File: src/common/dcc_pkg.sv
// Constants, register layout and carrier types of the DMA channel control block
package dcc_pkg;
  localparam int NUM_CH = 4;
  localparam int NUM_EXT = 2;
  localparam int NUM_PERIPH = 6;
  localparam int CNT_W = 24;
  localparam int CTRL_W = 21;
  // Register map, byte addresses
  localparam logic [7:0] OFF_CTRL0 = 8'h00;
  localparam logic [7:0] OFF_COUNT0 = 8'h10;
  localparam logic [7:0] OFF_PTR3 = 8'h20;
  localparam logic [7:0] OFF_OPER = 8'h24;
  localparam logic [7:0] REG_STRIDE = 8'h04;
  // Bit positions
  localparam int BIT_TE = 1;
  localparam int BIT_DME = 0;
  localparam int BIT_NMI_FLAG = 1;
  localparam int BIT_AE = 2;
  // Request source codes
  localparam logic [3:0] RS_EXT_DUAL = 4'h0;
  localparam logic [3:0] RS_EXT_MEM2DEV = 4'h2;
  localparam logic [3:0] RS_EXT_DEV2MEM = 4'h3;
  localparam logic [3:0] RS_AUTO = 4'h4;
  localparam logic [3:0] RS_PERIPH_LO = 4'ha;
  // Unit sizes
  localparam logic [1:0] SZ_BYTE = 2'h0;
  localparam logic [1:0] SZ_WORD = 2'h1;
  localparam logic [1:0] SZ_LONG = 2'h2;
  localparam logic [1:0] SZ_16B = 2'h3;
  localparam logic [1:0] BEAT_LAST = 2'h3;
  // Address step codes
  localparam logic [1:0] STEP_FIXED = 2'h0;
  localparam logic [1:0] STEP_INC = 2'h1;
  localparam logic [1:0] STEP_DEC = 2'h2;
  localparam logic [31:0] PTR_STEP = 32'h0000_0004;
  localparam logic [CNT_W-1:0] CNT_ONE = 24'h00_0001;

  typedef struct packed {
    logic indirect_select;
    logic [3:0] rsvd_hi;
    logic [1:0] dst_step;
    logic [1:0] src_step;
    logic [3:0] req_source;
    logic rsvd7;
    logic req_detect_select;
    logic bus_mode_select;
    logic [1:0] unit_size;
    logic done_irq_enable;
    logic transfer_end_flag;
    logic channel_enable;
  } dcc_ctrl_t;

  typedef struct packed {
    logic [1:0] chan;
    logic ptr_fetch;
    logic [1:0] size;
    logic last_beat;
    logic single;
    logic burst;
  } dcc_xfer_t;

  typedef enum logic [2:0] {
    ST_IDLE = 3'b001,
    ST_PTR = 3'b010,
    ST_DATA = 3'b100
  } dcc_state_t;
endpackage : dcc_pkg

File: src/verilog/dcc_req_detect.sv
// External request pin synchroniser with level and falling-edge outputs
`timescale 1ns/100ps
module dcc_req_detect (
  // Clock and reset
  input wire logic sys_clk,
  input wire logic rst_n,
  // Pin side
  input wire logic ext_request_pin_n,
  // Detected request
  output logic req_low,
  output logic req_fall
);
  logic meta_reg;
  logic sync_reg;
  logic prev_reg;

  always_ff @(posedge sys_clk) begin
    if (!rst_n) begin
      meta_reg <= 1'b1;
      sync_reg <= 1'b1;
      prev_reg <= 1'b1;
    end else begin
      meta_reg <= ext_request_pin_n;
      sync_reg <= meta_reg;
      prev_reg <= sync_reg;
    end
  end

  assign req_low = ~sync_reg;
  assign req_fall = prev_reg & ~sync_reg;
endmodule : dcc_req_detect

File: src/verilog/dcc_channel_ctrl.sv
// Four-channel DMA control: registers, request detection, channel sequencing
//
// Decided for this implementation: the APB interface to the registers and the placing of the registers.
`timescale 1ns/100ps
module dcc_channel_ctrl (
  // Clock and reset
  input wire logic sys_clk,
  input wire logic rst_n,
  // APB slave
  input wire logic psel,
  input wire logic penable,
  input wire logic pwrite,
  input wire logic [7:0] paddr,
  input wire logic [31:0] pwdata,
  output logic [31:0] prdata,
  output logic pready,
  output logic pslverr,
  // Request sources
  input wire logic [dcc_pkg::NUM_EXT-1:0] ext_request_pin_n,
  output logic [dcc_pkg::NUM_EXT-1:0] ext_acknowledge_pin_n,
  input wire logic [dcc_pkg::NUM_PERIPH-1:0] periph_req_n,
  // Abort events
  input wire logic nmi_event,
  input wire logic addr_error_event,
  // Transfer port to the bus engine
  output logic xfer_valid,
  output dcc_pkg::dcc_xfer_t xfer,
  output logic [31:0] xfer_src_ptr,
  input wire logic xfer_done,
  // Completion interrupts
  output logic [dcc_pkg::NUM_CH-1:0] done_interrupt
);
  // ==========================================================
  // Declarations
  dcc_pkg::dcc_ctrl_t ctrl_reg [dcc_pkg::NUM_CH];
  logic [dcc_pkg::CNT_W-1:0] count_reg [dcc_pkg::NUM_CH];
  logic [31:0] ctrl_word [dcc_pkg::NUM_CH];
  logic [dcc_pkg::NUM_CH-1:0] te_reg;
  logic [dcc_pkg::NUM_CH-1:0] te_seen_reg;
  logic [dcc_pkg::NUM_CH-1:0] pend_reg;
  logic [dcc_pkg::NUM_CH-1:0] active;
  logic [dcc_pkg::NUM_CH-1:0] trig;
  logic [dcc_pkg::NUM_CH-1:0] edge_evt;
  logic [dcc_pkg::NUM_CH-1:0] take;
  logic [dcc_pkg::NUM_CH-1:0] ext_src;
  logic [dcc_pkg::NUM_CH-1:0] sel_ctrl;
  logic [dcc_pkg::NUM_CH-1:0] sel_count;
  logic [dcc_pkg::NUM_EXT-1:0] ext_low;
  logic [dcc_pkg::NUM_EXT-1:0] ext_fall;
  logic [dcc_pkg::NUM_PERIPH-1:0] periph_prev_reg;
  logic [dcc_pkg::NUM_PERIPH-1:0] periph_fall;
  logic [31:0] ptr3_reg;
  logic master_enable_reg;
  logic nmi_flag_reg;
  logic addr_error_flag_reg;
  logic nmi_seen_reg;
  logic ae_seen_reg;
  logic pready_reg;
  logic [31:0] prdata_reg;
  logic pslverr_reg;
  logic [31:0] rd_data;
  logic rd_hit;
  logic acc;
  logic fire_wr;
  logic fire_rd;
  logic sel_ptr3;
  logic sel_oper;
  dcc_pkg::dcc_state_t state_reg;
  logic [1:0] cur_reg;
  logic [1:0] beat_reg;
  logic gnt_valid;
  logic [1:0] gnt_ch;
  logic unit_fin;
  logic ptr_fin;
  logic last_unit;
  logic cont;
  logic cur_16b;

  // ==========================================================
  // APB slave, one wait state so read data comes from a flop
  assign acc = psel & penable;
  assign fire_wr = acc & pready_reg & pwrite;
  assign fire_rd = acc & pready_reg & ~pwrite;
  assign pready = pready_reg;
  assign prdata = prdata_reg;
  assign pslverr = pslverr_reg;
  assign sel_ptr3 = (paddr == dcc_pkg::OFF_PTR3);
  assign sel_oper = (paddr == dcc_pkg::OFF_OPER);

  always_ff @(posedge sys_clk) begin
    if (!rst_n) begin
      pready_reg <= 1'b0;
      prdata_reg <= 32'h0000_0000;
      pslverr_reg <= 1'b0;
    end else begin
      pready_reg <= acc & ~pready_reg;
      if (acc & ~pready_reg) begin
        prdata_reg <= rd_data;
        pslverr_reg <= ~rd_hit;
      end
    end
  end

  always_comb begin
    rd_data = 32'h0000_0000;
    rd_hit = 1'b0;
    for (int i = 0; i < dcc_pkg::NUM_CH; i++) begin
      if (sel_ctrl[i]) begin
        rd_data = ctrl_word[i];
        rd_hit = 1'b1;
      end
      if (sel_count[i]) begin
        rd_data = {{(32 - dcc_pkg::CNT_W){1'b0}}, count_reg[i]};
        rd_hit = 1'b1;
      end
    end
    if (sel_ptr3) begin
      rd_data = ptr3_reg;
      rd_hit = 1'b1;
    end
    if (sel_oper) begin
      rd_data[dcc_pkg::BIT_DME] = master_enable_reg;
      rd_data[dcc_pkg::BIT_NMI_FLAG] = nmi_flag_reg;
      rd_data[dcc_pkg::BIT_AE] = addr_error_flag_reg;
      rd_hit = 1'b1;
    end
  end

  // ==========================================================
  // Operation register: master enable and abort flags
  always_ff @(posedge sys_clk) begin
    if (!rst_n) begin
      master_enable_reg <= 1'b0;
    end else if (fire_wr && sel_oper) begin
      master_enable_reg <= pwdata[dcc_pkg::BIT_DME];
    end
  end

  always_ff @(posedge sys_clk) begin
    if (!rst_n) begin
      nmi_flag_reg <= 1'b0;
      nmi_seen_reg <= 1'b0;
    end else if (nmi_event) begin
      nmi_flag_reg <= 1'b1;
    end else if (fire_wr && sel_oper && nmi_seen_reg && !pwdata[dcc_pkg::BIT_NMI_FLAG]) begin
      nmi_flag_reg <= 1'b0;
      nmi_seen_reg <= 1'b0;
    end else if (fire_rd && sel_oper && prdata_reg[dcc_pkg::BIT_NMI_FLAG]) begin
      nmi_seen_reg <= 1'b1;
    end
  end

  always_ff @(posedge sys_clk) begin
    if (!rst_n) begin
      addr_error_flag_reg <= 1'b0;
      ae_seen_reg <= 1'b0;
    end else if (addr_error_event) begin
      addr_error_flag_reg <= 1'b1;
    end else if (fire_wr && sel_oper && ae_seen_reg && !pwdata[dcc_pkg::BIT_AE]) begin
      addr_error_flag_reg <= 1'b0;
      ae_seen_reg <= 1'b0;
    end else if (fire_rd && sel_oper && prdata_reg[dcc_pkg::BIT_AE]) begin
      ae_seen_reg <= 1'b1;
    end
  end

  // ==========================================================
  // Request pins and peripheral request edges
  generate
    for (genvar e = 0; e < dcc_pkg::NUM_EXT; e++) begin : g_ext
      dcc_req_detect u_detect (
        .sys_clk(sys_clk),
        .rst_n(rst_n),
        .ext_request_pin_n(ext_request_pin_n[e]),
        .req_low(ext_low[e]),
        .req_fall(ext_fall[e])
      );
    end
  endgenerate

  always_ff @(posedge sys_clk) begin
    if (!rst_n) begin
      periph_prev_reg <= {dcc_pkg::NUM_PERIPH{1'b1}};
    end else begin
      periph_prev_reg <= periph_req_n;
    end
  end
  assign periph_fall = periph_prev_reg & ~periph_req_n;

  // ==========================================================
  // Per-channel registers and triggers
  generate
    for (genvar i = 0; i < dcc_pkg::NUM_CH; i++) begin : g_ch
      logic [3:0] rs;
      logic [3:0] pidx;
      logic is_ext;
      logic is_periph;
      logic is_auto;
      logic unit_here;

      assign sel_ctrl[i] = (paddr == dcc_pkg::OFF_CTRL0 + 8'(i) * dcc_pkg::REG_STRIDE);
      assign sel_count[i] = (paddr == dcc_pkg::OFF_COUNT0 + 8'(i) * dcc_pkg::REG_STRIDE);
      assign rs = ctrl_reg[i].req_source;
      assign pidx = rs - dcc_pkg::RS_PERIPH_LO;
      assign unit_here = unit_fin && (cur_reg == 2'(i));
      if (i < dcc_pkg::NUM_EXT) begin : g_src
        assign is_ext = (rs == dcc_pkg::RS_EXT_DUAL) || (rs == dcc_pkg::RS_EXT_MEM2DEV) ||
                        (rs == dcc_pkg::RS_EXT_DEV2MEM);
        assign is_periph = (rs >= dcc_pkg::RS_PERIPH_LO);
        assign is_auto = (rs == dcc_pkg::RS_AUTO);
        assign edge_evt[i] = (is_ext && ctrl_reg[i].req_detect_select && ext_fall[i]) ||
                             (is_periph && periph_fall[pidx[2:0]]);
        assign trig[i] = active[i] && (is_auto || pend_reg[i] ||
                         (is_ext && !ctrl_reg[i].req_detect_select && ext_low[i]));
        assign ext_src[i] = is_ext;
      end else begin : g_auto
        assign is_ext = 1'b0;
        assign is_periph = 1'b0;
        assign is_auto = 1'b1;
        assign edge_evt[i] = 1'b0;
        assign trig[i] = active[i];
        assign ext_src[i] = 1'b0;
      end

      assign active[i] = ctrl_reg[i].channel_enable && !te_reg[i] && master_enable_reg &&
                         !nmi_flag_reg && !addr_error_flag_reg;

      always_comb begin
        ctrl_word[i] = {{(32 - dcc_pkg::CTRL_W){1'b0}}, ctrl_reg[i]};
        ctrl_word[i][dcc_pkg::BIT_TE] = te_reg[i];
      end

      // Pending edge request, only while the channel is enabled
      always_ff @(posedge sys_clk) begin
        if (!rst_n) begin
          pend_reg[i] <= 1'b0;
        end else if (!active[i]) begin
          pend_reg[i] <= 1'b0;
        end else if (edge_evt[i]) begin
          pend_reg[i] <= 1'b1;
        end else if (take[i]) begin
          pend_reg[i] <= 1'b0;
        end
      end

      always_ff @(posedge sys_clk) begin
        if (!rst_n) begin
          ctrl_reg[i] <= '0;
        end else if (fire_wr && sel_ctrl[i]) begin
          ctrl_reg[i] <= dcc_pkg::dcc_ctrl_t'(pwdata[dcc_pkg::CTRL_W-1:0]);
          ctrl_reg[i].rsvd_hi <= 4'h0;
          ctrl_reg[i].rsvd7 <= 1'b0;
          ctrl_reg[i].transfer_end_flag <= 1'b0;
          if (i != dcc_pkg::NUM_CH - 1) begin
            ctrl_reg[i].indirect_select <= 1'b0;
          end
          if (i >= dcc_pkg::NUM_EXT) begin
            ctrl_reg[i].req_detect_select <= 1'b0;
          end
        end
      end

      always_ff @(posedge sys_clk) begin
        if (!rst_n) begin
          te_reg[i] <= 1'b0;
          te_seen_reg[i] <= 1'b0;
        end else if (unit_here && last_unit) begin
          te_reg[i] <= 1'b1;
        end else if (fire_wr && sel_ctrl[i] && te_seen_reg[i] && !pwdata[dcc_pkg::BIT_TE]) begin
          te_reg[i] <= 1'b0;
          te_seen_reg[i] <= 1'b0;
        end else if (fire_rd && sel_ctrl[i] && prdata_reg[dcc_pkg::BIT_TE]) begin
          te_seen_reg[i] <= 1'b1;
        end
      end

      always_ff @(posedge sys_clk) begin
        if (!rst_n) begin
          count_reg[i] <= '0;
        end else if (fire_wr && sel_count[i]) begin
          count_reg[i] <= pwdata[dcc_pkg::CNT_W-1:0];
        end else if (unit_here) begin
          count_reg[i] <= count_reg[i] - dcc_pkg::CNT_ONE;
        end
      end

      assign done_interrupt[i] = te_reg[i] && ctrl_reg[i].done_irq_enable;
    end
  endgenerate

  // ==========================================================
  // Channel 3 indirect source pointer
  always_ff @(posedge sys_clk) begin
    if (!rst_n) begin
      ptr3_reg <= 32'h0000_0000;
    end else if (fire_wr && sel_ptr3) begin
      ptr3_reg <= pwdata;
    end else if (ptr_fin) begin
      unique case (ctrl_reg[3].src_step)
        dcc_pkg::STEP_INC: ptr3_reg <= ptr3_reg + dcc_pkg::PTR_STEP;
        dcc_pkg::STEP_DEC: ptr3_reg <= ptr3_reg - dcc_pkg::PTR_STEP;
        default: ptr3_reg <= ptr3_reg;
      endcase
    end
  end

  // ==========================================================
  // Sequencer: fixed priority, channel 0 first
  always_comb begin
    gnt_valid = 1'b0;
    gnt_ch = 2'h0;
    for (int i = dcc_pkg::NUM_CH - 1; i >= 0; i--) begin
      if (trig[i]) begin
        gnt_valid = 1'b1;
        gnt_ch = 2'(i);
      end
    end
  end

  assign cur_16b = (ctrl_reg[cur_reg].unit_size == dcc_pkg::SZ_16B);
  assign unit_fin = (state_reg == dcc_pkg::ST_DATA) && active[cur_reg] && xfer_done &&
                    (!cur_16b || beat_reg == dcc_pkg::BEAT_LAST);
  assign ptr_fin = (state_reg == dcc_pkg::ST_PTR) && active[cur_reg] && xfer_done;
  assign last_unit = (count_reg[cur_reg] == dcc_pkg::CNT_ONE);
  assign cont = ctrl_reg[cur_reg].bus_mode_select && trig[cur_reg];

  always_comb begin
    take = '0;
    if (state_reg == dcc_pkg::ST_IDLE && gnt_valid) begin
      take[gnt_ch] = 1'b1;
    end else if (unit_fin && !last_unit && cont) begin
      take[cur_reg] = 1'b1;
    end
  end

  always_ff @(posedge sys_clk) begin
    if (!rst_n) begin
      state_reg <= dcc_pkg::ST_IDLE;
      cur_reg <= 2'h0;
    end else begin
      unique case (state_reg)
        dcc_pkg::ST_IDLE: begin
          if (gnt_valid) begin
            cur_reg <= gnt_ch;
            state_reg <= ctrl_reg[gnt_ch].indirect_select ? dcc_pkg::ST_PTR
                                                          : dcc_pkg::ST_DATA;
          end
        end
        dcc_pkg::ST_PTR: begin
          if (!active[cur_reg]) begin
            state_reg <= dcc_pkg::ST_IDLE;
          end else if (xfer_done) begin
            state_reg <= dcc_pkg::ST_DATA;
          end
        end
        dcc_pkg::ST_DATA: begin
          if (!active[cur_reg]) begin
            state_reg <= dcc_pkg::ST_IDLE;
          end else if (unit_fin) begin
            if (last_unit || !cont) begin
              state_reg <= dcc_pkg::ST_IDLE;
            end else if (ctrl_reg[cur_reg].indirect_select) begin
              state_reg <= dcc_pkg::ST_PTR;
            end
          end
        end
        default: state_reg <= dcc_pkg::ST_IDLE;
      endcase
    end
  end

  always_ff @(posedge sys_clk) begin
    if (!rst_n) begin
      beat_reg <= 2'h0;
    end else if (state_reg != dcc_pkg::ST_DATA || !active[cur_reg] || unit_fin) begin
      beat_reg <= 2'h0;
    end else if (xfer_done && cur_16b) begin
      beat_reg <= beat_reg + 2'h1;
    end
  end

  // ==========================================================
  // Transfer port and acknowledge pins
  assign xfer_valid = (state_reg != dcc_pkg::ST_IDLE) && active[cur_reg];
  assign xfer_src_ptr = ptr3_reg;
  always_comb begin
    xfer.chan = cur_reg;
    xfer.ptr_fetch = (state_reg == dcc_pkg::ST_PTR);
    xfer.size = (xfer.ptr_fetch || cur_16b) ? dcc_pkg::SZ_LONG
                                            : ctrl_reg[cur_reg].unit_size;
    xfer.last_beat = !cur_16b || beat_reg == dcc_pkg::BEAT_LAST;
    xfer.single = ext_src[cur_reg] && (ctrl_reg[cur_reg].req_source != dcc_pkg::RS_EXT_DUAL);
    xfer.burst = ctrl_reg[cur_reg].bus_mode_select;
  end

  generate
    for (genvar a = 0; a < dcc_pkg::NUM_EXT; a++) begin : g_ack
      assign ext_acknowledge_pin_n[a] = !(xfer_valid && !xfer.ptr_fetch &&
                                          cur_reg == 2'(a) && ext_src[a]);
    end
  endgenerate
endmodule : dcc_channel_ctrl

File: config.mk
export PLATFORM = sky130hd
export DESIGN_NAME = dcc_channel_ctrl
export DESIGN_NICKNAME = d
export VERILOG_FILES = /design/src/common/dcc_pkg.sv /design/src/verilog/dcc_req_detect.sv /design/src/verilog/dcc_channel_ctrl.sv
export SDC_FILE = /design/constraint.sdc
export NUM_CORES = 1
export LEC_CHECK = 0
export BUFFER_PORTS_ARGS = -buffer_cell sky130_fd_sc_hd__buf_2
export CAP_MARGIN = 20
export CORE_ASPECT_RATIO = 1.5
export CORE_MARGIN = 5
export CORE_UTILIZATION = 47
export DETAILED_ROUTE_END_ITERATION = 6
export PLACE_DENSITY = 0.65
export SLEW_MARGIN = 30
export SYNTH_ARGS = -nofsm -noshare
export SYNTH_HDL_FRONTEND = slang
export SYNTH_SLANG_ARGS = --single-unit
File: constraint.sdc
create_clock -name sys_clk -period 4.43 [get_ports sys_clk]
set_input_delay 0.2215 -clock sys_clk [delete_from_list [all_inputs] [get_ports sys_clk]]
set_output_delay 0.2215 -clock sys_clk [all_outputs]
set_load 0.05 [all_outputs]
# After elaboration in Yosys (flattened, before gate mapping)
# Memory sizes are Yosys's and may differ from the RTL's. A register that Yosys moved wholly into a read port is not among the register bits.
# Index checks and enable logic that the tools add are counted.
dict set report op_classes {
  n_addsub 9
  n_reduce_logical 157
  order_cmp 8
  n_bitwise 50
  n_mul 0
  eq_ne 32
  mux 159
  shift 0
  div_mod_pow 0
}
# op count
set ops {}
lappend ops {{32-bit 2-to-1 mux} 10}
lappend ops {{24-bit 2-to-1 mux} 8}
lappend ops {{21-bit 2-to-1 mux} 5}
lappend ops {{1-bit 2-to-1 mux} 103}
lappend ops {{24-bit by 1-bit subtractor with 24-bit output, second input constant} 4}
lappend ops {{1-bit logical AND} 92}
lappend ops {{32-bit one-hot mux with 2 select lines} 1}
lappend ops {{32-bit by 3-bit adder with 32-bit output, second input constant} 1}
lappend ops {{8-bit by 5-bit equality test with 1-bit output, second input constant} 4}
lappend ops {{32-bit by 3-bit subtractor with 32-bit output, second input constant} 1}
lappend ops {{2-bit nonzero test} 15}
lappend ops {{1-bit bitwise OR} 29}
lappend ops {{3-bit 2-to-1 mux} 9}
lappend ops {{24-bit by 1-bit equality test with 1-bit output, second input constant} 1}
lappend ops {{2-bit 2-to-1 mux} 11}
lappend ops {{2-bit AND reduction} 10}
lappend ops {{1-bit logical NOT} 17}
lappend ops {{4-bit by 2-bit equality test with 1-bit output, second input constant} 4}
lappend ops {{8-bit by 4-bit equality test with 1-bit output, second input constant} 2}
lappend ops {{8-bit by 6-bit equality test with 1-bit output, second input constant} 2}
lappend ops {{4-bit 2-to-1 mux} 4}
lappend ops {{1-bit logical OR} 15}
lappend ops {{1-bit inverter} 12}
lappend ops {{2-bit equality test, second input constant} 5}
lappend ops {{other kinds (30)} 50}
dict set report word_totals {
  memories 2
  romBits 0
  latchBits 0
  out_inout_bits 81
  wordCells 446
  mem_bits_rw 180
  input_bits 56
  regBits 100
}
# name depth word_bits read_ports rd_clocked_by_memory_dff wr line
set mem_list {}
lappend mem_list {count_reg 4 24 5 1 4 dcc_channel_ctrl.sv:36} ;# logic [dcc_pkg::CNT_W-1:0] count_reg [dcc_pkg::NUM_CH];
lappend mem_list {ctrl_reg 4 21 6 1 4 dcc_channel_ctrl.sv:35} ;# dcc_pkg::dcc_ctrl_t ctrl_reg [dcc_pkg::NUM_CH];

# Depth between registers and ports, before layout
# An unclocked memory read counts as a cell.
dict set report depth {
  depth_word 17
  mapped_depth 12
  mapped_depth_nobuf 11
}

# Hierarchy
# Synthesis repeated with hierarchy kept, for this count alone.
dict set report unflattened {
  cells_unflattened 1665
  hier_area_um2 15056.9
}
# mod area_each_um2 cells_per_inst n_inst seq_area_each_um2
set by_module_without_submodules {}
lappend by_module_without_submodules {dcc_channel_ctrl 14879.3 1649 1 6456.2}
lappend by_module_without_submodules {dcc_req_detect 88.8 8 2 60.1}

# Least setup slack after synthesis
# No wires, ideal clock.
dict set report synth_path {
  path_type {register to register}
  from {mem ctrl_reg[3][12] (netlist bit)}
  to {reg ptr3_reg[29], in the netlist xfer_src_ptr[29]}
  synth_period_minus_slack_ns 3.359
  t_required_ns 4.305
  path_stages_with_launch 12
  path_buffers 0
  setup_slack_ns 1.071
  arrival_time_ns 3.234
  setup_ns 0.125
  path_cell_list {edfxtp_1 -> nand2b_1 -> inv_1 -> ha_1 -> a211oi_1 -> o21ba_2 -> a211oi_1 -> o21ai_0 -> a21oi_1 -> nor3_1 -> o2111a_1 -> o41a_1}
}
# element line
set synth_lines {}
lappend synth_lines {{start: declaration} dcc_channel_ctrl.sv:35}
lappend synth_lines {{end signal: assignment} dcc_channel_ctrl.sv:297} ;# ptr3_reg <= pwdata;
lappend synth_lines {{end signal: assignment} dcc_channel_ctrl.sv:300} ;# dcc_pkg::STEP_INC: ptr3_reg <= ptr3_reg + dcc_pkg::PTR_STEP;
lappend synth_lines {{end signal: assignment} dcc_channel_ctrl.sv:301} ;# dcc_pkg::STEP_DEC: ptr3_reg <= ptr3_reg - dcc_pkg::PTR_STEP;
lappend synth_lines {{end: declaration} dcc_channel_ctrl.sv:52} ;# logic [31:0] ptr3_reg;

==> key figures <==
Critical path
  – Slowest cell on crit path: a21oi_1
  – Crit path cell chain: nand2b_1, inv_1, ha_1, o21ai_0, o21ba_2, a211oi_1, o21ai_0, a21oi_1, nor3_1, o2111a_1, o41a_1
  – Max incr delay on CP: 490 ps
  – Crit path top cell by count: o21ai_0
  – CP required: 4880 ps
  – Worst path top cell family by delay: compound AO/OA/AOI/OAI gates
  – Crit start category: flop
  – CP Buf/Inv Count: 1
  – CP Capture Type: flop
  – Worst Path Arrival: approximately 4400 ps
  – Crit Path Max Fanout: 13
  – CP Class: flop to flop

Logic synthesis
  – Yosys cell types: 79
  – Asr flop ratio synth: 0%
  – Mean Syn Cell Area: about 9.2 um2
  – Fraction of the yosys area taken by sequential cells: a little over two fifths
  – Area contributors post-synth: edfxtp_1 29%, dfxtp_1 13%, o21ai_0 4.9%
  – Top cell type by total area after synthesis: edfxtp_1
  – Syn Nets: 1770
  – Top cell type's share of synthesized area: between 20% and 30%
  – Syn Std Cell Area: approximately 15000 um2
  – Cells after Synth: ~1700
  – Synth Flop Type: edfxtp_1
  – Ys Warns: 0
  – Synthesized flop and latch total: 253
  – Number of synthesized flops with an enable pin: 151

Power
  – Power Density: ~300 nW/um2
  – Total Power: 5.29 mW
  – Peak supply drop: between 0.0002 and 0.00025 V
  – Static Leak: about 6.4 nW

Die
  – Core Region: between 30000 and 40000 um2
  – # IOs: ~140
  – Effective utilization at floorplan: between 40% and 50%
  – Die Height: 232 um
  – FP Rows: roughly 80
  – Chip Width: between 150 and 200 um
  – Die area: between 30000 and 40000 um2

Hold path
  – Hold Crit Class: input port to flop

Placement
  – Port Buf Inserts: 136
  – GPL Wtd Cong: roughly 0.9
  – Post-detail-place hpwl: 38.4 mm

STA
  – Min Hold Slack: roughly 38 ps
  – Hold Vio Cnt, Final: 0
  – Max-slew headroom: between 30% and 40%
  – RSZ-0062 raised after global routing: false
  – Setup Skew: around 13 ps
  – Final setup fails: 0
  – Max Clock Freq: about 260 MHz
  – Tmin final: approximately 3900 ps
  – TNS Setup: 0 ps
  – Final Cycle Share: around nine tenths
  – Final slew viol count: 0
  – Worst-Margin Slew: between 900 and 1000 ps

Clock tree
  – Clock Latency Late Sink: between 500 and 600 ps
  – Number of buffers created by CTS: 27
  – CTS HTree Levels: 1
  – Clock Tree Root: clkbuf_16
  – TritonCTS clock tree: done
  – Clock tree buffer depth: 3
  – # clock sinks: 253
  – Clock slew at reported path FFs: approximately 70 ps

Global route
  – Tot GR Track Use: 28.1%
  – GR Overflow Total: 0
  – Number of global-route vias before repair: about 14000
  – Antenna violations before repair: 0
  – First-pass GRT wire length: around 80 mm
  – Largest net degree at the start of global routing: 61

Detailed routing
  – DRC: 0
  – Vias per Instance: slightly above 6
  – Vias: between 10000 and 15000
  – WL/cell: roughly 23 um
  – ANT nets after route: 0
  – DRT Pass-1 Iters: 5
  – Initial drt markers: ~1200
  – Drt total wl: between 50 and 60 mm

Layout
  – FILL cells: 3016
  – Antenna Cells: 0
  – Max FFs per register: between 90 and 100
  – Area used by multi-input combinational logic: 8370 um2
  – P&R area growth vs syn: 14.1%
  – Nets: ~1900
  – Fraction of final layout cells sized beyond drive strength 1: roughly 16%
  – Register area: 6580 um2

Run status
  – Status: finished, final reports clean

Job
  – Max-cap violations: 0
==> cells in the final DEF, fill, tap and decap left out, types with 35 or more instances in the layout <==
| cell | n |
|---|---|
| edfxtp_1 | 151 |
| a21oi_1 | 97 |
| and2_1 | 64 |
| nand3_1 | 39 |
| o21ai_0 | 149 |
| nor3_1 | 52 |
| buf_4 | 39 |
| buf_2 | 136 |
| dfxtp_1 | 102 |
| xnor2_1 | 64 |
| nand2_1 | 175 |
| nor2_1 | 143 |
| xor2_1 | 35 |
==> power breakdown <==
part / leakage [nW] / switching, mW / internal, mW
logic: 3.63 / 0.300 / 0.152
registers: 2.40 / 0.0705 / 2.55
clock network: 0.408 / 1.01 / 1.21
total: 6.44 / 1.38 / 3.91
==> cells in the mapped netlist (9+ instances only) <==
cell type	n
nor2b_1	10
o31ai_1	9
buf_2	9
mux2i_1	28
dfxtp_1	102
mux4_2	16
nand4_1	12
nand2_1	176
nor2_1	144
nor4_1	25
o22ai_1	11
o211ai_1	30
a221oi_1	9
or2_2	11
and2_1	64
nand2b_1	32
xnor2_1	64
edfxtp_1	151
o221ai_1	9
a21oi_1	97
or3_1	12
a21o_1	16
nor3_1	55
nand3b_1	12
a31oi_1	15
a22oi_1	21
xor2_1	35
nor3b_1	10
mux2_2	12
o21ai_0	150
or4_1	17
ha_1	33
a211oi_1	21
clkbuf_1	81
inv_1	25
nand3_1	39
==> path summary, 6_finish.rpt <==
| check | startpoint | to | slack (ps) | cells after the start |
|---|---|---|---|---|
| worst max register to register | ctrl_reg[3][12] | xfer_src_ptr[29] | 520 | 11 |
| worst min-delay path | pwdata[19] | xfer_src_ptr[19] | 40 | 2 |
| worst max-delay path | ctrl_reg[3][12] | xfer_src_ptr[29] | 520 | 11 |
| worst min register to register | g_ext[0].u_detect.meta_reg | g_ext[0].u_detect.sync_reg | 410 | 1 |
==> logic make-up (layout without fill, tap and decap cells) <==
logic type                 Yosys count  count (layout)  share of synthesized area [%]
and+or+nand+nor                    664             664                           22.1
AOI/OAI and AO/OA                  451             451                           18.5
DFF                                253             253                           42.8
buffers and inverters              123             266                           3.11
xor gates and xnor gates            99              99                           5.64
muxes                               56              56                           5.04
adders and majority gates           34              34                           2.81
==> metrics by stage <==
| stage | util [%] | std cells | setup slack [ps] | area [um2] |
|---|---|---|---|---|
| finish | 54.1 | 2238 | 519 | 17600 |
| global route | 54.1 | 2238 | 218 | 17600 |
| CTS | 54.1 | 2238 | 512 | 17500 |
| detailed placement | 51.0 | 2172 | 519 | 16500 |
| global placement | 50.9 | 2172 | 560 | 16500 |
| floorplan | - | 1680 | 1070 | 15400 |
==> what timing repair did <==
item / CTS / global route
gates resized for setup: 0 / 0
hold buffers: 16 / 0
endpoints found under the setup margin: 0 / 0
hold endpoints to repair: 17 / 0
buffers inserted: 0 / 0
==> cell type report <==
class	count	share of cell area (%)
multi-input combinational	1304	47.7
clock inverter	18	0.649
tap	415	2.96
inverter	25	0.535
clock buffer	32	4.25
timing repair buffer	191	6.46
sequential	253	37.5
==> routing by layer <==
metal  GRT usage [%]  vias to the layer above  wire length [um]
li1                -                     6497                 -
met1            34.2                     6714             19900
met2            50.5                      515             27000
met3            2.73                      124              3220
met4            11.2                        0              2080
met5               0                        -                 0
Note: power is estimated with default switching activity, not from simulation.
